==> config.mk <==
export PLATFORM = sky130hd
export DESIGN_NAME = efs_fault_status
export DESIGN_NICKNAME = d
export VERILOG_FILES = /design/src/hdl/efs_pkg.sv /design/src/hdl/efs_sync.sv /design/src/hdl/efs_delay.sv /design/src/hdl/efs_fault_status.sv
export SDC_FILE = /design/constraint.sdc
export NUM_CORES = 1
export LEC_CHECK = 0
export ABC_AREA = 1
export BUFFER_PORTS_ARGS = -buffer_cell sky130_fd_sc_hd__buf_2
export CAP_MARGIN = 40
export CORE_MARGIN = 2
export CORE_UTILIZATION = 50
export CTS_CLUSTER_DIAMETER = 200
export DETAILED_ROUTE_END_ITERATION = 12
export GPL_TIMING_DRIVEN = 0
export PLACE_DENSITY_LB_ADDON = 0.25
export SLEW_MARGIN = 5
export SYNTH_ARGS = -nofsm -noshare
export SYNTH_HDL_FRONTEND = slang
export SYNTH_HIERARCHICAL = 1
export SYNTH_SLANG_ARGS = --single-unit
==> constraint.sdc <==
create_clock -name ref_clk_i -period 3.85 [get_ports ref_clk_i]
set_input_delay 0.1925 -clock ref_clk_i [delete_from_list [all_inputs] [get_ports ref_clk_i]]
set_output_delay 0.1925 -clock ref_clk_i [all_outputs]
set_load 0.01 [all_outputs]
==> src/hdl/efs_pkg.sv <==
// Constants, register map and state encoding shared by the fault and status logic
package efs_pkg;
  // Clock and the fixed restart deglitch after a fast trip
  localparam int CLK_PERIOD_NS = 5;
  localparam int TRIP_DEGLITCH_NS = 30000;
  localparam int TRIP_CYC_DFLT = (TRIP_DEGLITCH_NS + CLK_PERIOD_NS - 1) / CLK_PERIOD_NS;

  // Counter width for all programmable delays
  localparam int CW_DFLT = 16;

  // Register byte addresses
  localparam logic [7:0] ADDR_CTRL = 8'h00;
  localparam logic [7:0] ADDR_BLANK = 8'h04;
  localparam logic [7:0] ADDR_RETRY = 8'h08;
  localparam logic [7:0] ADDR_PGA = 8'h0c;
  localparam logic [7:0] ADDR_PGD = 8'h10;
  localparam logic [7:0] ADDR_STATUS = 8'h14;
  localparam logic [7:0] ADDR_IRQ_STS = 8'h18;
  localparam logic [7:0] ADDR_IRQ_CLR = 8'h1c;
  localparam logic [7:0] ADDR_IRQ_EN = 8'h20;

  // Reset values of the delay registers, in clock cycles
  localparam logic [15:0] BLANK_RST = 16'h0100;
  localparam logic [15:0] RETRY_RST = 16'h0400;
  localparam logic [15:0] PGA_RST = 16'h0080;
  localparam logic [15:0] PGD_RST = 16'h0040;

  // Control register fields
  localparam int CTRL_EN_BIT = 0;
  localparam logic CTRL_EN_RST = 1'b1;

  // Sticky event bits
  localparam int IRQ_W = 5;
  localparam int IRQ_LATCH = 0;
  localparam int IRQ_FLAG = 1;
  localparam int IRQ_PG = 2;
  localparam int IRQ_SGFALL = 3;
  localparam int IRQ_TRIP = 4;

  // Positions in the synchronised input vector
  localparam int NIN = 16;
  localparam int IN_VIN = 0;
  localparam int IN_ENUV = 1;
  localparam int IN_ENSD = 2;
  localparam int IN_OVERVOLTAGE_LOCKOUT = 3;
  localparam int IN_OC = 4;
  localparam int IN_FT = 5;
  localparam int IN_ILMO = 6;
  localparam int IN_ILMS = 7;
  localparam int IN_HOT = 8;
  localparam int IN_COOL = 9;
  localparam int IN_PGR = 10;
  localparam int IN_PGF = 11;
  localparam int IN_GATE = 12;
  localparam int IN_FPIN = 13;
  localparam int IN_PGPIN = 14;
  localparam int IN_SGPIN = 15;

  typedef enum logic [2:0] {
    ST_OFF = 3'b000,
    ST_INRUSH = 3'b001,
    ST_ON = 3'b010,
    ST_TRIP = 3'b011,
    ST_LATCH = 3'b100,
    ST_RETRY = 3'b101
  } efs_state_type;
endpackage : efs_pkg

==> src/hdl/efs_sync.sv <==
// Two-flop synchroniser for a vector of asynchronous levels
module efs_sync #(
  parameter int W = 1
) (
  // Clock and reset
  input wire logic ref_clk_i,
  input wire logic rstn_i,
  // Levels
  input wire logic [W-1:0] async_i,
  output logic [W-1:0] sync_o
);
  logic [W-1:0] meta_r;

  always_ff @(posedge ref_clk_i) begin
    if (!rstn_i) begin
      meta_r <= '0;
      sync_o <= '0;
    end else begin
      meta_r <= async_i;
      sync_o <= meta_r;
    end
  end
endmodule : efs_sync

==> src/hdl/efs_delay.sv <==
// Restartable delay counter: done once its trigger has held for limit cycles
module efs_delay #(
  parameter int CW = 16
) (
  // Clock and reset
  input wire logic ref_clk_i,
  input wire logic rstn_i,
  // Trigger and length
  input wire logic trig_i,
  input wire logic [CW-1:0] limit_i,
  output logic done_o
);
  logic [CW-1:0] cnt_r;
  logic [CW-1:0] cnt_nxt;
  wire sat = &cnt_r;

  // Dropping the trigger restarts the count from zero
  assign cnt_nxt = !trig_i ? '0 : (sat ? cnt_r : cnt_r + {{(CW-1){1'b0}}, 1'b1});
  assign done_o = trig_i && (cnt_r >= limit_i);

  always_ff @(posedge ref_clk_i) begin
    if (!rstn_i) begin
      cnt_r <= '0;
    end else begin
      cnt_r <= cnt_nxt;
    end
  end
endmodule : efs_delay

==> src/hdl/efs_fault_status.sv <==
// Fault supervision, power path sequencing and status pins of the power switch, with APB registers

// Function
// - Fault-output variant drives an active-low fault flag for selected faults.
// - Persistent forward overcurrent limits current; flag low after blanking, not latched.
// - Output short trips switch off fast, resumes current limited, no latch, no flag.
// - Latched fault clears only on supply loss, enable below shutdown threshold or, in the auto-retry variant, retry timer expiry.
// - Those clearing events also reset the retry delay timer.
// - Enable dipping below undervoltage but not shutdown does not clear a latched fault.
// - Auto-retry variant restarts the power path when the retry timer expires.
// - Power-good variant drives an active-high open-drain power-good output.
// - Power-good low after power-up; asserts after deglitch once inrush done and sense high.
// - Power-good drops after deglitch on sense low or a sense-pin fault; at once on invalid supply or thermal latch.
// - Short, transient or persistent overcurrent leave power-good following the sense input.
// - Supply-good variant asserts supply-good when input valid and inrush finished.
// - Supply-good stays low through inrush, rises at full gate overdrive.
// - Supply-good falls only on invalid supply, never on load faults.
// - After thermal shutdown auto-retry waits for cooling, then retry delay, if enabled.
// - After thermal overload latch-off stays off until power cycle or re-enable.
module efs_fault_status #(
  parameter bit AUTO_RETRY = 1'b1,
  parameter bit PG_VARIANT = 1'b0,
  parameter int CW = efs_pkg::CW_DFLT,
  parameter int TRIP_CYC = efs_pkg::TRIP_CYC_DFLT
) (
  // Clock and reset
  input wire logic ref_clk_i,
  input wire logic rstn_i,
  // APB slave
  input wire logic psel_i,
  input wire logic penable_i,
  input wire logic pwrite_i,
  input wire logic [7:0] paddr_i,
  input wire logic [31:0] pwdata_i,
  output logic [31:0] prdata_o,
  output logic pready_o,
  output logic pslverr_o,
  // Analog comparator and sense inputs
  input wire logic vin_present_i,
  input wire logic enable_undervoltage_in_i,
  input wire logic enable_above_shutdown_i,
  input wire logic overvoltage_lockout_i,
  input wire logic overcurrent_i,
  input wire logic fast_trip_i,
  input wire logic current_sense_pin_open_i,
  input wire logic current_sense_pin_short_i,
  input wire logic thermal_shutdown_limit_i,
  input wire logic thermal_cooled_i,
  input wire logic good_threshold_sense_rise_i,
  input wire logic good_threshold_sense_fall_i,
  input wire logic gate_full_overdrive_i,
  // Power switch control
  output logic power_switch_on_o,
  output logic current_limit_o,
  // Open-drain status pins
  input wire logic fault_flag_n_i,
  output logic fault_flag_n_o,
  output logic fault_flag_n_oe_o,
  input wire logic power_good_out_i,
  output logic power_good_out_o,
  output logic power_good_out_oe_o,
  input wire logic supply_valid_out_i,
  output logic supply_valid_out_o,
  output logic supply_valid_out_oe_o,
  // Interrupt
  output logic irq_o
);
  if (CW < 8 || CW > 32 || TRIP_CYC < 1 || TRIP_CYC >= (64'd1 << CW)) begin : g_bad_param
    $error("efs_fault_status: counter width cannot hold the delays");
  end

  // Input synchronisation
  logic [efs_pkg::NIN-1:0] raw_in;
  logic [efs_pkg::NIN-1:0] s_in;
  assign raw_in = {supply_valid_out_i, power_good_out_i, fault_flag_n_i, gate_full_overdrive_i,
                   good_threshold_sense_fall_i, good_threshold_sense_rise_i, thermal_cooled_i,
                   thermal_shutdown_limit_i, current_sense_pin_short_i, current_sense_pin_open_i,
                   fast_trip_i, overcurrent_i, overvoltage_lockout_i, enable_above_shutdown_i,
                   enable_undervoltage_in_i, vin_present_i};

  efs_sync #(.W(efs_pkg::NIN)) u_sync (
    .ref_clk_i(ref_clk_i),
    .rstn_i(rstn_i),
    .async_i(raw_in),
    .sync_o(s_in)
  );

  wire supply_ok = s_in[efs_pkg::IN_VIN] && s_in[efs_pkg::IN_ENUV] && !s_in[efs_pkg::IN_OVERVOLTAGE_LOCKOUT];
  wire clr_evt = !s_in[efs_pkg::IN_VIN] || !s_in[efs_pkg::IN_ENSD];

  // Registers
  logic [31:0] ctrl_r;
  logic [CW-1:0] blank_r;
  logic [CW-1:0] retry_r;
  logic [CW-1:0] pga_r;
  logic [CW-1:0] pgd_r;
  logic [efs_pkg::IRQ_W-1:0] irq_sts_r;
  logic [efs_pkg::IRQ_W-1:0] irq_en_r;
  efs_pkg::efs_state_type st_r;
  efs_pkg::efs_state_type st_nxt;
  logic thermal_r;
  logic flag_r;
  logic pg_r;
  logic sg_r;

  // Delay counters: blanking for three sensed faults, two deglitches, retry and trip
  localparam int ND = 7;
  localparam int D_OC = 0;
  localparam int D_ILMO = 1;
  localparam int D_ILMS = 2;
  localparam int D_PGA = 3;
  localparam int D_PGD = 4;
  localparam int D_RETRY = 5;
  localparam int D_TRIP = 6;
  logic [ND-1:0] d_trig;
  logic [ND-1:0] d_done;
  logic [CW-1:0] d_lim [ND];

  wire running = (st_r == efs_pkg::ST_ON);
  wire conducting = (st_r == efs_pkg::ST_INRUSH) || running;
  wire latched = (st_r == efs_pkg::ST_LATCH) || (st_r == efs_pkg::ST_RETRY);
  // Overcurrent and short are not power-good faults, so they are kept out of this term
  wire pg_fault = latched || !supply_ok || d_done[D_ILMO];
  wire pg_hard = !supply_ok || thermal_r;

  assign d_trig[D_OC] = running && s_in[efs_pkg::IN_OC];
  assign d_trig[D_ILMO] = supply_ok && s_in[efs_pkg::IN_ILMO];
  assign d_trig[D_ILMS] = conducting && s_in[efs_pkg::IN_ILMS];
  assign d_trig[D_PGA] = !pg_r && (running || st_r == efs_pkg::ST_TRIP) && s_in[efs_pkg::IN_PGR] && !pg_fault;
  assign d_trig[D_PGD] = pg_r && (s_in[efs_pkg::IN_PGF] || pg_fault);
  assign d_trig[D_RETRY] = (st_r == efs_pkg::ST_RETRY) && !clr_evt;
  assign d_trig[D_TRIP] = (st_r == efs_pkg::ST_TRIP);
  assign d_lim[D_OC] = blank_r;
  assign d_lim[D_ILMO] = blank_r;
  assign d_lim[D_ILMS] = blank_r;
  assign d_lim[D_PGA] = pga_r;
  assign d_lim[D_PGD] = pgd_r;
  assign d_lim[D_RETRY] = retry_r;
  assign d_lim[D_TRIP] = CW'(TRIP_CYC);

  for (genvar g = 0; g < ND; g++) begin : g_dly
    efs_delay #(.CW(CW)) u_dly (
      .ref_clk_i(ref_clk_i),
      .rstn_i(rstn_i),
      .trig_i(d_trig[g]),
      .limit_i(d_lim[g]),
      .done_o(d_done[g])
    );
  end

  // Power path sequencing
  wire hot = s_in[efs_pkg::IN_HOT];
  wire go_latch = conducting && (hot || d_done[D_ILMS]);
  always_comb begin
    st_nxt = st_r;
    case (st_r)
      efs_pkg::ST_OFF: begin
        if (supply_ok && ctrl_r[efs_pkg::CTRL_EN_BIT] && !s_in[efs_pkg::IN_ILMO] && !hot) begin
          st_nxt = efs_pkg::ST_INRUSH;
        end
      end
      efs_pkg::ST_INRUSH, efs_pkg::ST_ON: begin
        if (!supply_ok || !ctrl_r[efs_pkg::CTRL_EN_BIT] || d_done[D_ILMO]) begin
          st_nxt = efs_pkg::ST_OFF;
        end else if (go_latch) begin
          st_nxt = efs_pkg::ST_LATCH;
        end else if (running && s_in[efs_pkg::IN_FT]) begin
          st_nxt = efs_pkg::ST_TRIP;
        end else if (st_r == efs_pkg::ST_INRUSH && s_in[efs_pkg::IN_GATE]) begin
          st_nxt = efs_pkg::ST_ON;
        end
      end
      efs_pkg::ST_TRIP: begin
        if (!supply_ok) begin
          st_nxt = efs_pkg::ST_OFF;
        end else if (hot) begin
          st_nxt = efs_pkg::ST_LATCH;
        end else if (d_done[D_TRIP]) begin
          st_nxt = efs_pkg::ST_ON;
        end
      end
      efs_pkg::ST_LATCH: begin
        if (clr_evt) begin
          st_nxt = efs_pkg::ST_OFF;
        end else if (AUTO_RETRY && (!thermal_r || (!hot && s_in[efs_pkg::IN_COOL]))) begin
          st_nxt = efs_pkg::ST_RETRY;
        end
      end
      efs_pkg::ST_RETRY: begin
        if (clr_evt || d_done[D_RETRY]) begin
          st_nxt = efs_pkg::ST_OFF;
        end
      end
      default: st_nxt = efs_pkg::ST_OFF;
    endcase
  end

  // Status outputs; a low-voltage enable dip alone never leaves a latched state
  wire flag_nxt = latched || d_done[D_OC] || d_done[D_ILMO] || d_done[D_ILMS];
  wire pg_nxt = pg_r ? !(d_done[D_PGD] || pg_hard) : d_done[D_PGA];
  wire sg_nxt = supply_ok && (sg_r || (st_r == efs_pkg::ST_INRUSH && s_in[efs_pkg::IN_GATE]));
  wire thermal_nxt = (st_nxt == efs_pkg::ST_LATCH && !latched) ? hot : (latched && thermal_r);
  wire climit_nxt = conducting && s_in[efs_pkg::IN_OC];

  // APB decode
  function automatic logic hit(input logic [7:0] a, input logic [7:0] r);
    hit = (a == r);
  endfunction : hit

  wire setup = psel_i && !penable_i;
  wire wr_en = psel_i && penable_i && pwrite_i && pready_o;
  wire a_ctrl = hit(paddr_i, efs_pkg::ADDR_CTRL);
  wire a_blank = hit(paddr_i, efs_pkg::ADDR_BLANK);
  wire a_retry = hit(paddr_i, efs_pkg::ADDR_RETRY);
  wire a_pga = hit(paddr_i, efs_pkg::ADDR_PGA);
  wire a_pgd = hit(paddr_i, efs_pkg::ADDR_PGD);
  wire a_sts = hit(paddr_i, efs_pkg::ADDR_STATUS);
  wire a_isr = hit(paddr_i, efs_pkg::ADDR_IRQ_STS);
  wire a_icl = hit(paddr_i, efs_pkg::ADDR_IRQ_CLR);
  wire a_ien = hit(paddr_i, efs_pkg::ADDR_IRQ_EN);
  wire mapped = a_ctrl || a_blank || a_retry || a_pga || a_pgd || a_sts || a_isr || a_icl || a_ien;
  // Status and event registers are read-only; writing them is an error
  wire bad_acc = !mapped || (pwrite_i && (a_sts || a_isr));

  wire [31:0] status_w = {20'h0, s_in[efs_pkg::IN_SGPIN], s_in[efs_pkg::IN_PGPIN], s_in[efs_pkg::IN_FPIN],
                          sg_r, pg_r, flag_r, thermal_r, current_limit_o, 1'b0, st_r};
  wire [31:0] rd_mux = a_ctrl ? ctrl_r :
                       a_blank ? 32'(blank_r) :
                       a_retry ? 32'(retry_r) :
                       a_pga ? 32'(pga_r) :
                       a_pgd ? 32'(pgd_r) :
                       a_sts ? status_w :
                       a_isr ? 32'(irq_sts_r) :
                       a_ien ? 32'(irq_en_r) : 32'h0;

  // Events; a new event in the clearing cycle wins over the clear
  wire [efs_pkg::IRQ_W-1:0] evt = {st_nxt == efs_pkg::ST_TRIP && st_r != efs_pkg::ST_TRIP,
                                    sg_r && !sg_nxt, pg_r != pg_nxt, flag_nxt && !flag_r,
                                    st_nxt == efs_pkg::ST_LATCH && st_r != efs_pkg::ST_LATCH};
  wire [efs_pkg::IRQ_W-1:0] clr_w = (wr_en && a_icl) ? pwdata_i[efs_pkg::IRQ_W-1:0] : '0;
  wire [efs_pkg::IRQ_W-1:0] irq_sts_nxt = (irq_sts_r & ~clr_w) | evt;

  always_ff @(posedge ref_clk_i) begin
    if (!rstn_i) begin
      ctrl_r <= {31'h0, efs_pkg::CTRL_EN_RST};
      blank_r <= CW'(efs_pkg::BLANK_RST);
      retry_r <= CW'(efs_pkg::RETRY_RST);
      pga_r <= CW'(efs_pkg::PGA_RST);
      pgd_r <= CW'(efs_pkg::PGD_RST);
      irq_en_r <= '0;
    end else if (wr_en && !bad_acc) begin
      if (a_ctrl) ctrl_r <= {31'h0, pwdata_i[efs_pkg::CTRL_EN_BIT]};
      if (a_blank) blank_r <= pwdata_i[CW-1:0];
      if (a_retry) retry_r <= pwdata_i[CW-1:0];
      if (a_pga) pga_r <= pwdata_i[CW-1:0];
      if (a_pgd) pgd_r <= pwdata_i[CW-1:0];
      if (a_ien) irq_en_r <= pwdata_i[efs_pkg::IRQ_W-1:0];
    end
  end

  always_ff @(posedge ref_clk_i) begin
    if (!rstn_i) begin
      pready_o <= 1'b0;
      pslverr_o <= 1'b0;
      prdata_o <= 32'h0;
    end else begin
      pready_o <= setup;
      pslverr_o <= setup && bad_acc;
      prdata_o <= (setup && !pwrite_i) ? rd_mux : 32'h0;
    end
  end

  always_ff @(posedge ref_clk_i) begin
    if (!rstn_i) begin
      st_r <= efs_pkg::ST_OFF;
      thermal_r <= 1'b0;
      flag_r <= 1'b0;
      pg_r <= 1'b0;
      sg_r <= 1'b0;
      irq_sts_r <= '0;
    end else begin
      st_r <= st_nxt;
      thermal_r <= thermal_nxt;
      flag_r <= flag_nxt;
      pg_r <= pg_nxt;
      sg_r <= sg_nxt;
      irq_sts_r <= irq_sts_nxt;
    end
  end

  // Pin drivers: only the pins of the chosen variant are ever pulled low
  always_ff @(posedge ref_clk_i) begin
    if (!rstn_i) begin
      power_switch_on_o <= 1'b0;
      current_limit_o <= 1'b0;
      fault_flag_n_o <= 1'b1;
      fault_flag_n_oe_o <= 1'b0;
      power_good_out_o <= 1'b0;
      power_good_out_oe_o <= 1'b0;
      supply_valid_out_o <= 1'b0;
      supply_valid_out_oe_o <= 1'b0;
      irq_o <= 1'b0;
    end else begin
      power_switch_on_o <= (st_nxt == efs_pkg::ST_INRUSH) || (st_nxt == efs_pkg::ST_ON);
      current_limit_o <= climit_nxt;
      fault_flag_n_o <= !flag_nxt;
      fault_flag_n_oe_o <= !PG_VARIANT && flag_nxt;
      power_good_out_o <= pg_nxt;
      power_good_out_oe_o <= PG_VARIANT && !pg_nxt;
      supply_valid_out_o <= sg_nxt;
      supply_valid_out_oe_o <= !PG_VARIANT && !sg_nxt;
      irq_o <= |(irq_sts_nxt & irq_en_r);
    end
  end

  // Checks
  latch_hold_a: assert property (@(posedge ref_clk_i) disable iff (!rstn_i)
    (st_r == efs_pkg::ST_LATCH && !clr_evt && (!AUTO_RETRY || thermal_r && hot)) |=> st_r == efs_pkg::ST_LATCH)
    else $error("latched fault left without a clearing event");
  latch_clear_a: assert property (@(posedge ref_clk_i) disable iff (!rstn_i)
    (latched && clr_evt) |=> st_r == efs_pkg::ST_OFF)
    else $error("clearing event did not release latched fault");
  retry_reset_a: assert property (@(posedge ref_clk_i) disable iff (!rstn_i)
    (st_r == efs_pkg::ST_RETRY && clr_evt) |-> !d_trig[D_RETRY])
    else $error("retry timer kept running through a clearing event");
  retry_restart_a: assert property (@(posedge ref_clk_i) disable iff (!rstn_i)
    (st_r == efs_pkg::ST_RETRY && d_done[D_RETRY]) |=> st_r == efs_pkg::ST_OFF)
    else $error("retry expiry did not restart the power path");
  trip_resume_a: assert property (@(posedge ref_clk_i) disable iff (!rstn_i)
    (st_r == efs_pkg::ST_TRIP && !hot) |-> !power_switch_on_o ##1 (st_r != efs_pkg::ST_LATCH))
    else $error("fast trip latched or kept the switch on");
  oc_flag_a: assert property (@(posedge ref_clk_i) disable iff (!rstn_i)
    (!PG_VARIANT && d_done[D_OC]) |=> (fault_flag_n_oe_o && !fault_flag_n_o && st_r != efs_pkg::ST_LATCH))
    else $error("blanked overcurrent did not pull the fault flag");
  pg_rise_a: assert property (@(posedge ref_clk_i) disable iff (!rstn_i)
    $rose(pg_r) |-> $past(d_done[D_PGA]) && $past(s_in[efs_pkg::IN_PGR]))
    else $error("power-good rose without its deglitch");
  pg_fall_a: assert property (@(posedge ref_clk_i) disable iff (!rstn_i)
    $fell(pg_r) |-> $past(d_done[D_PGD]) || $past(pg_hard))
    else $error("power-good fell without its deglitch");
  sg_hold_a: assert property (@(posedge ref_clk_i) disable iff (!rstn_i)
    (sg_r && supply_ok) |=> sg_r)
    else $error("supply-good dropped on a valid supply");
  sg_rise_a: assert property (@(posedge ref_clk_i) disable iff (!rstn_i)
    $rose(sg_r) |-> $past(st_r) == efs_pkg::ST_INRUSH && $past(s_in[efs_pkg::IN_GATE]))
    else $error("supply-good rose outside end of inrush");

  trip_cycle_c: cover property (@(posedge ref_clk_i) disable iff (!rstn_i)
    st_r == efs_pkg::ST_TRIP ##1 st_r == efs_pkg::ST_ON);
  retry_cycle_c: cover property (@(posedge ref_clk_i) disable iff (!rstn_i)
    st_r == efs_pkg::ST_RETRY ##1 st_r == efs_pkg::ST_OFF ##1 st_r == efs_pkg::ST_INRUSH);
  pg_assert_c: cover property (@(posedge ref_clk_i) disable iff (!rstn_i) $rose(pg_r));
endmodule : efs_fault_status

## Word-level counts from Yosys, hierarchy flattened

Index checks and enable logic that the tools add are counted.
Widths: inputs -> output; s select.

| word-level totals | value |
|---|---|
| register bits after elaboration | 265 |
| bits of input ports | 61 |
| output and inout bits | 43 |
| word-level logic and storage cells | 210 |

| cells by class | value |
|---|---|
| $add $sub $neg | 7 |
| order comparisons | 7 |
| equal/unequal tests | 20 |
| mux-type cells | 23 |
| bitwise operators | 5 |
| reduce and logical (&&, ||, !) cells | 117 |

Operators by type and width:

| kind | number |
|---|---|
| $add 16x1->16 const B | 7 |
| $reduce_and 16->1 | 7 |
| $ge 16x16->1 | 6 |
| $mux 16 | 4 |
| $logic_and 1x1->1 | 41 |
| $mux 3 | 11 |
| $eq 8x5->1 const B | 4 |
| $logic_or 1x1->1 | 29 |
| $reduce_and 2->1 | 14 |
| $logic_not 1->1 | 20 |
| $eq 8x4->1 const B | 2 |
| $ge 16x13->1 const B | 1 |
| $mux 5 | 3 |
| $pmux 3 s5 | 1 |
| $eq 3x2->1 const B | 4 |
| $mux 12 | 1 |
| $and 5x5->5 | 2 |
| $eq 3x3->1 const B | 3 |
| $eq 8x3->1 const B | 1 |
| $eq 8x6->1 const B | 1 |
| $logic_not 8->1 | 1 |
| $reduce_or 8->1 | 1 |
| $eq 3x1->1 const B | 2 |
| $not 5->5 | 1 |
| other kinds (9) | 12 |

## Logic depth before layout (Yosys ltp)

Gate-level depths: netlist (run 1).

| depth | value |
|---|---|
| depth after elaboration | 15 |
| gate-level depth with buffers | 23 |
| depth with buffers taken out | 23 |

## By module

The synthesis (run 1) kept the hierarchy.

Modules (own cells, without submodules):

| module | times used | cells an instance | area each (µm²) | sequential area each (µm²) |
|---|---|---|---|---|
| efs_delay | 7 | 199 | 1,286.2 | 320.3 |
| efs_fault_status | 1 | 692 | 4,963.5 | 2,102.0 |
| efs_sync | 1 | 99 | 914.6 | 640.6 |

## Worst setup path after synthesis (run 1)

Ideal clock, no wire load.

| path | value |
|---|---|
| path kind | reg-to-reg |
| from | register blank_r[3] |
| to | register irq_o |
| library setup time | 0.121 ns |
| arrival | 2.159 ns |
| data required time | 3.729 ns |
| path slack | 1.570 ns |
| stages on the path, launching flop included | 23 |
| path buffers | 0 |
| period minus slack after synthesis | 2.280 ns |
| cells stage by stage | dfxtp_1 > inv_1 > ha_1 > nand2_1 > nor2_1 > nor2_1 > nand2_1 > nand2_1 > nand2_1 > nand2_1 > a21oi_1 > nor3_1 > a21oi_1 > inv_1 > a21oi_1 > nor3_1 > nand2_1 > o21ai_0 > nand2_1 > nand2_1 > nor2_1 > a21oi_1 > nand3_1 |

| between the ends | value |
|---|---|
| word-level cells in the longest chain between the ends | 13 |
| elaborated cells between the ends (all ways) | 34 |
| those cells by class | order compare (3); eq/ne (3); mux (4); bitwise (2); reduce/logical (22) |

Ends and longest elaborated chain:

| what | RTL line | text |
|---|---|---|
| start, declared | efs_fault_status.sv:93 | `logic [CW-1:0] blank_r;` |
| start signal, assigned | efs_fault_status.sv:246 | `blank_r <= CW'(efs_pkg::BLANK_RST);` |
| start signal, assigned | efs_fault_status.sv:253 | `if (a_blank) blank_r <= pwdata_i[CW-1:0];` |
| $ge 16x16->1 | efs_delay.sv:19 | `assign done_o = trig_i && (cnt_r >= limit_i);` |
| $logic_and 1x1->1 | efs_delay.sv:19 |  |
| net d_done[1] | efs_fault_status.sv:116 | `logic [ND-1:0] d_done;` |
| $logic_or 1x1->1 | efs_fault_status.sv:123 | `wire pg_fault = latched \|\| !supply_ok \|\| d_done[D_ILMO];` |
| $logic_or 1x1->1 | efs_fault_status.sv:130 | `assign d_trig[D_PGD] = pg_r && (s_in[efs_pkg::IN_PGF] \|\| pg_fault);` |
| $logic_and 1x1->1 | efs_fault_status.sv:130 |  |
| net d_trig[4] | efs_fault_status.sv:115 | `logic [ND-1:0] d_trig;` |
| $logic_and 1x1->1 | efs_delay.sv:19 |  |
| net d_done[4] | efs_fault_status.sv:116 |  |
| $logic_or 1x1->1 | efs_fault_status.sv:200 | `wire pg_nxt = pg_r ? !(d_done[D_PGD] \|\| pg_hard) : d_done[D_PGA];` |
| $logic_not 1->1 | efs_fault_status.sv:200 |  |
| $mux 1 | efs_fault_status.sv:200 |  |
| $ne 1x1->1 | efs_fault_status.sv:238 | `sg_r && !sg_nxt, pg_r != pg_nxt, flag_nxt && !flag_r,` |
| $or 5x5->5 | efs_fault_status.sv:241 | `wire [efs_pkg::IRQ_W-1:0] irq_sts_nxt = (irq_sts_r & ~clr_w) \| evt;` |
| $and 5x5->5 | efs_fault_status.sv:312 | `irq_o <= \|(irq_sts_nxt & irq_en_r);` |
| $reduce_or 5->1 | efs_fault_status.sv:312 |  |
| end signal, assigned | efs_fault_status.sv:312 |  |
| end, declared | efs_fault_status.sv:66 | `output logic irq_o` |

The timed path passes the listed nets, and every way through them passes these cells.
A chain may end at the register's enable or synchronous reset.

## Worst setup path in the final report (run 1)

| path | value |
|---|---|
| from | register blank_r[2] |
| to | register irq_o |

| between the ends | value |
|---|---|
| elaborated cells between the ends (all ways) | 34 |
| those cells by class | order compare (3); eq/ne (3); mux (4); bitwise (2); reduce/logical (22) |

RTL lines:

| what | RTL line | text |
|---|---|---|
| $ge 16x16->1 | efs_delay.sv:19 |  |
| $logic_and 1x1->1 | efs_delay.sv:19 |  |
| net d_done[1] | efs_fault_status.sv:116 |  |
| $logic_or 1x1->1 | efs_fault_status.sv:123 |  |
| $logic_not 1->1 | efs_fault_status.sv:129 | `assign d_trig[D_PGA] = !pg_r && (running \|\| st_r == efs_pkg::ST_TRIP) && s_in[efs_pkg::IN_PGR] && !pg_fault;` |
| $logic_and 1x1->1 | efs_fault_status.sv:129 |  |
| net d_trig[3] | efs_fault_status.sv:115 |  |
| $logic_and 1x1->1 | efs_delay.sv:19 |  |
| net d_done[3] | efs_fault_status.sv:116 |  |
| $mux 1 | efs_fault_status.sv:200 |  |
| $ne 1x1->1 | efs_fault_status.sv:238 |  |
| $or 5x5->5 | efs_fault_status.sv:241 |  |
| $and 5x5->5 | efs_fault_status.sv:312 |  |
| $reduce_or 5->1 | efs_fault_status.sv:312 |  |

The timed path passes the listed nets, and every way through them passes these cells.

==> flow_metrics.tcl, run 1 <==
set metrics [dict create \
    syn_area_um2 14880 \
    ys_warn_count 6 \
    tritoncts "built" \
    via_per_inst 5.261 \
    p_per_area_nw_per_um2 320.6 \
    grt_overflow_total 0 \
    critPathMaxStageDelay_ns 0.59 \
    synth_top_family_by_area "simple AND/OR/NAND/NOR gates" \
    crit_type "register to register" \
    tightest_slew_ns 0.7818 \
    min-delay-start "pwdata_i[11]" \
    fin_tns_setup_ns 0 \
    async_flop_share 0 \
    status "finished clean" \
    io_buffers 70 \
    synth_xor_area_frac 0.01236 \
    syn_inst 2184 \
    vdd_drop_max_uv 335.1 \
    final_common_cell "nand2_1" \
    drv_cap 0 \
    die_w_um 176.5 \
    mostFrequentLayoutCells "nand2_1 (555), inv_1 (361), dfxtp_1 (249)" \
    timing.rr.end "irq_o" \
    muxShareOfSynthArea 0 \
    rsz0062_at_grt "false" \
    pin_count 104 \
    ys.flop_type "dfxtp_1" \
    clock-skew-final_ns 0.02193 \
    grt_util_met1 0.3470 \
    crit_arrival_ns 3.75 \
    wl_mm 41.11 \
    path_depth 20 \
    drt.antenna.violating_nets 0 \
    worst_slack_ns 0.5735 \
    antenna_found_initial 1 \
    clock.fmax_mhz 305.2 \
    syn_area_per_cell_um2 6.814 \
    clock_path_buffers 3 \
    max-slew-margin-rel 0.4748 \
    synthAdderAreaFrac 0.1001 \
    start_util 0.5048 \
    cts_buffers 29 \
    clk_pin_slew_worst_paths_ns 0.06 \
    busiest_layer "met2" \
    dp.cells 2675 \
    finalPower_mw 5.457 \
    num_rows 63 \
    synthDistinctLibCells 42 \
    fin_util 0.5774 \
    pre_cts_ws_ns 0.6906 \
    hp-class "primary input to register" \
    drv_slew 0 \
    post_cts_buffers 0 \
    crit_slowest_cell "dfxtp_1" \
    use_met3 0.05060 \
    routedWlPerCell_um 14.93 \
    crit_family "simple AND/OR/NAND/NOR gates" \
    grt_pass1_wl_mm 66.70 \
    clock-sinks 249 \
    reg2reg_from "blank_r[2]" \
    areaGrowthSynthToFinish_pct 14.39 \
    ys_seq_elements 249 \
    ys_seq_area_frac 0.3350 \
    path_buf_inv 2 \
    synth_simple_gate_area_frac 0.3203 \
    path_common_cell "nand2_1" \
    crit_required_ns 4.32 \
    clk_latency_ns 0.56 \
    core_area_um2 29480 \
    critPathCaptureType "register" \
    die_area_um2 31160 \
    dieHeight_um 176.5 \
    diodes 0 \
    min_path_cells 3 \
    dpl.hpwl_mm 30.92 \
    cp_max_fo 5 \
    clock-root-buffer "clkbuf_16" \
    fin_nets 2522 \
    hold_violations 0 \
    cp-start-kind "register" \
    drtIter0Drc 1354 \
    setup_viol 0 \
    gp_congestion 0.9458 \
    drcViolationCount 0 \
    vias 14480 \
    grt_max_degree 16 \
    drive_gt1_frac 0.1088 \
    grt.met2_usage 0.4359 \
    grt_use_total 0.2644 \
    final.min_clock_period_ns 3.276 \
    stdcell_count 2753 \
    grt_pass1_vias 13420 \
    synth_compound_area_frac 0.1056 \
    ff2ff_path_depth 20 \
    min_to "pga_r[11]" \
    htreeDepth 1 \
    period_share 0.8510 \
    drt_first_pass_iters 6 \
    synth_edf_count 0 \
    rrSetupSlack_ns 0.57 \
    crit_chain "inv_1 -> ha_1 -> nand2_1 -> nor2_1 -> nor2_1 -> nand2_1 -> nand2_1 -> nand2_1 -> nand2_1 -> a21oi_1 -> nor3_1 -> and3_1 -> inv_1 -> a21oi_1 -> o21ai_0 -> nand2_1 -> nand2_1 -> nor2_1 -> a21oi_1 -> nand3_1" \
    p_leak_nw 7.452 \
]
==> power by group <==
group / internal [mW] / switching [mW] / leakage (nW) / total (mW)
registers: 2.59 / 0.00552 / 2.01 / 2.60
logic: 0.0687 / 0.117 / 4.99 / 0.185
clock network: 1.54 / 1.13 / 0.448 / 2.67
total: 4.20 / 1.25 / 7.45 / 5.46
==> repair_timing <==
item                      in CTS  in global routing
hold endpoints to repair      43                  0
hold buffers                  26                  0
gates resized for setup        0                  0
==> metal layers <==
metal  share of wire  routed length (um)  up-vias
li1                -                   -     7272
met1            0.43               17810     6560
met2            0.45               18370      551
met3           0.084                3472      101
met4           0.036                1460        0
met5               0                   0        -
==> layout make-up <==
| type | instances | area (um2) |
|---|---|---|
| timing repair buffer | 96 | 610.6 |
| tap | 390 | 488.0 |
| fill | 2867 | 12460 |
| inverter | 380 | 1426 |
| clock buffer | 37 | 805.8 |
| sequential | 249 | 4985 |
| multi-input combinational | 1524 | 8135 |
| buffer | 62 | 451.7 |
| clock inverter | 15 | 120.1 |
==> worst max-delay path by stage <==
| stage | from | end | slack, ns |
|---|---|---|---|
| 2_1_floorplan | blank_r[3] | irq_o | 1.57 |
| 3_3_place_gp | blank_r[3] | irq_o | 0.71 |
| 3_5_place_dp | blank_r[3] | irq_o | 0.69 |
| 4_1_cts | blank_r[2] | irq_o | 0.67 |
| 5_1_grt | st_r[2] | irq_o | 0.46 |
| 6_report | blank_r[2] | irq_o | 0.57 |
==> through the flow <==
stage | hold WS [ns] | cell area, um2
finish | 0.02396 | 17020
global route | 0.01026 | 17020
CTS | 0.003989 | 17020
detailed placement | 0.3793 | 15840
global placement | 0.3727 | 15840
floorplan | 0.2860 | 15000
==> synthesized netlist by cell type (3+ instances only) <==
| cell type | instances | area, um2 |
|---|---|---|
| a31oi_1 | 34 | 212.7 |
| xnor2_1 | 14 | 122.6 |
| dfxtp_1 | 249 | 4985 |
| nand2_1 | 555 | 2083 |
| buf_2 | 7 | 35.03 |
| o21ai_0 | 60 | 300.3 |
| ha_1 | 119 | 1489 |
| clkinv_1 | 10 | 37.54 |
| nand2_2 | 21 | 131.4 |
| nand3_2 | 23 | 230.2 |
| inv_2 | 9 | 33.78 |
| nor3_4 | 7 | 113.9 |
| clkbuf_1 | 17 | 63.81 |
| buf_6 | 18 | 202.7 |
| nor2_1 | 169 | 634.4 |
| o22ai_1 | 3 | 18.77 |
| nand4_1 | 42 | 262.8 |
| or2_2 | 14 | 87.58 |
| inv_1 | 361 | 1355 |
| xor2_1 | 7 | 61.31 |
| nor2_4 | 3 | 33.78 |
| nor3_1 | 35 | 175.2 |
| nand3_1 | 181 | 905.9 |
| a21oi_1 | 169 | 845.8 |
| o21a_1 | 7 | 52.55 |
| buf_4 | 17 | 127.6 |
| nor2_2 | 5 | 31.28 |
| a21oi_2 | 9 | 78.83 |
==> registers in the layout, indices dropped and copies added, names as in the netlist <==
signal,cells
u_sync/meta_r,16
power_good_out_o,1
current_limit_o,1
fault_flag_n_oe_o,1
blank_r,16
power_switch_on_o,1
pga_r,16
pgd_r,16
irq_sts_r,5
irq_o,1
supply_valid_out_oe_o,1
st_r,3
u_sync/sync_o,16
pslverr_o,1
pready_o,1
supply_valid_out_o,1
prdata_o,16
irq_en_r,5
ctrl_r,1
fault_flag_n_o,1
retry_r,16
g_dly.u_dly/cnt_r,112
thermal_r,1
==> cell families after synthesis <==
group	after synthesis
AO/OA/AOI/OAI	289
XOR/XNOR	21
adder cells (fa/ha/maj)	119
buffers and inverters	442
flip-flops	249
other	2
AND/OR/NAND/NOR	1062
==> tightest hold or removal path: stages <==
cell and delay (ns):
buf_2 0.17, nand3_1 0.11, a21oi_1 0.06
Power figures use the tool's default switching activity.
==> run 2, diff against run 1 <==
==> constraint.sdc (replaced) <==
create_clock -name ref_clk_i -period 3.85 [get_ports ref_clk_i]
set_input_delay 0.5775 -clock ref_clk_i [delete_from_list [all_inputs] [get_ports ref_clk_i]]
set_output_delay 0.5775 -clock ref_clk_i [all_outputs]
set_load 0.01 [all_outputs]
==> flow_metrics.tcl, run 2 (same netlist as run 1, synthesis figures left out) <==
set metrics [dict create \
    dpl.hpwl_mm 30.92 \
    drive_gt1_frac 0.1100 \
    grt_pass1_wl_mm 66.27 \
    fillers 2895 \
    clock.fmax_mhz 306.1 \
    worst_slack_ns 0.5826 \
    cp_max_fo 5 \
    die_area_um2 31160 \
    grt_overflow_total 0 \
    grt_pass1_vias 13290 \
    drt_first_pass_iters 6 \
    fin_util 0.5686 \
    final_common_cell "nand2_1" \
    clk_latency_ns 0.56 \
    antenna_found_initial 1 \
    crit_family "simple AND/OR/NAND/NOR gates" \
    dieHeight_um 176.5 \
    status "finished clean" \
    cts_hold_buf 0 \
    crit_slowest_cell "dfxtp_1" \
    largest-register "g_dly.u_dly/cnt_r" \
    cts_resized 0 \
    crit_chain "inv_1 -> ha_1 -> nand2_1 -> nor2_1 -> nor2_1 -> nand2_1 -> nand2_1 -> nand2_1 -> nand2_1 -> a21oi_1 -> nor3_1 -> and3_1 -> inv_1 -> a21oi_1 -> o21ai_0 -> nand2_1 -> nand2_1 -> nor2_1 -> a21oi_1 -> nand3_1" \
    cp-start-kind "register" \
    design_area_um2 16760 \
    grt_max_degree 16 \
    wl_mm 40.83 \
    fin_nets 2496 \
    mostFrequentLayoutCells "nand2_1 (555), inv_1 (361), dfxtp_1 (249)" \
    crit_type "register to register" \
    drcViolationCount 0 \
    io_buffers 70 \
    clock-sinks 249 \
    period_share 0.8487 \
    gp_congestion 0.9458 \
    num_rows 63 \
    p_leak_nw 7.341 \
    diodes 0 \
    clk_pin_slew_worst_paths_ns 0.06 \
    crit_required_ns 4.32 \
    cts_buffers 29 \
    vias 14380 \
    via_per_inst 5.274 \
    multi_input_area_um2 8135 \
    fin_tns_setup_ns 0 \
    min_path_cells 3 \
    path_depth 20 \
    pin_count 104 \
    final.min_clock_period_ns 3.267 \
    path_buf_inv 2 \
    regArea_um2 4985 \
    critPathCaptureType "register" \
    core_area_um2 29480 \
    hold_violations 0 \
    clock-root-buffer "clkbuf_16" \
    drt.antenna.violating_nets 0 \
    stdcell_count 2727 \
    crit_arrival_ns 3.74 \
    pre_cts_ws_ns 0.6906 \
    die_w_um 176.5 \
    whs_ns 0.2104 \
    areaGrowthSynthToFinish_pct 12.64 \
    largest_register_ffs 112 \
    drv_cap 0 \
    p_per_area_nw_per_um2 323.9 \
    tightest_slew_ns 0.7692 \
    clock_path_buffers 3 \
    drv_slew 0 \
    postPlaceCellArea_um2 15840 \
    path_common_cell "nand2_1" \
    tritoncts "built" \
    hp-class "primary input to register" \
    rrSetupSlack_ns 0.58 \
    htreeDepth 1 \
    ff2ff_path_depth 20 \
    setup_viol 0 \
    vdd_drop_max_uv 331.4 \
    grt_use_total 0.2627 \
    post_cts_buffers 0 \
    max-slew-margin-rel 0.4872 \
    clock-skew-final_ns 0.01210 \
    rsz0062_at_grt "false" \
    finalPower_mw 5.429 \
    drtIter0Drc 1448 \
    routedWlPerCell_um 14.97 \
    dp.cells 2675 \
    start_util 0.5048 \
    critPathMaxStageDelay_ns 0.59 \
]
-- run 2: cell count changes in the layout (fill, tap and decap cells not counted), sizes merged --
cell / before / now
dlygate4sd3: 26 / 0
-- run 2: report_power, final --
group          switching (mW)  total, mW  internal (mW)
Sequential            0.00552       2.60           2.59
Combinational           0.114      0.166         0.0517
Clock                    1.12       2.66           1.54
-- run 2: final cells by class --
class / count / area share
inverter: 380 / 0.08509
clock inverter: 15 / 0.007166
clock buffer: 37 / 0.04807
buffer: 62 / 0.02695
sequential: 249 / 0.2974
multi-input combinational: 1524 / 0.4853
timing repair buffer: 70 / 0.02090
tap: 390 / 0.02911
-- run 2: worst paths after layout --
check                      startpoint                end
max                        blank_r[2]              irq_o
min          enable_undervoltage_in_i   u_sync/meta_r[1]
max reg2reg                blank_r[2]              irq_o
min reg2reg         u_sync/meta_r[12]  u_sync/sync_o[12]
-- run 2: metal layers --
metal,part of all wire,track usage
met1,0.43,0.3481
met2,0.44,0.4279
met3,0.087,0.04953
met4,0.037,0.09160
met5,0,0
-- run 2: worst reg2reg max path: stages (launching register included) --
cell	delay, ns
dfxtp_1	0.59
inv_1	0.11
ha_1	0.32
nand2_1	0.08
nor2_1	0.05
nor2_1	0.08
nand2_1	0.06
nand2_1	0.06
nand2_1	0.08
nand2_1	0.07
a21oi_1	0.12
nor3_1	0.27
and3_1	0.31
inv_1	0.06
a21oi_1	0.30
o21ai_0	0.16
nand2_1	0.09
nand2_1	0.06
nor2_1	0.12
a21oi_1	0.05
nand3_1	0.16
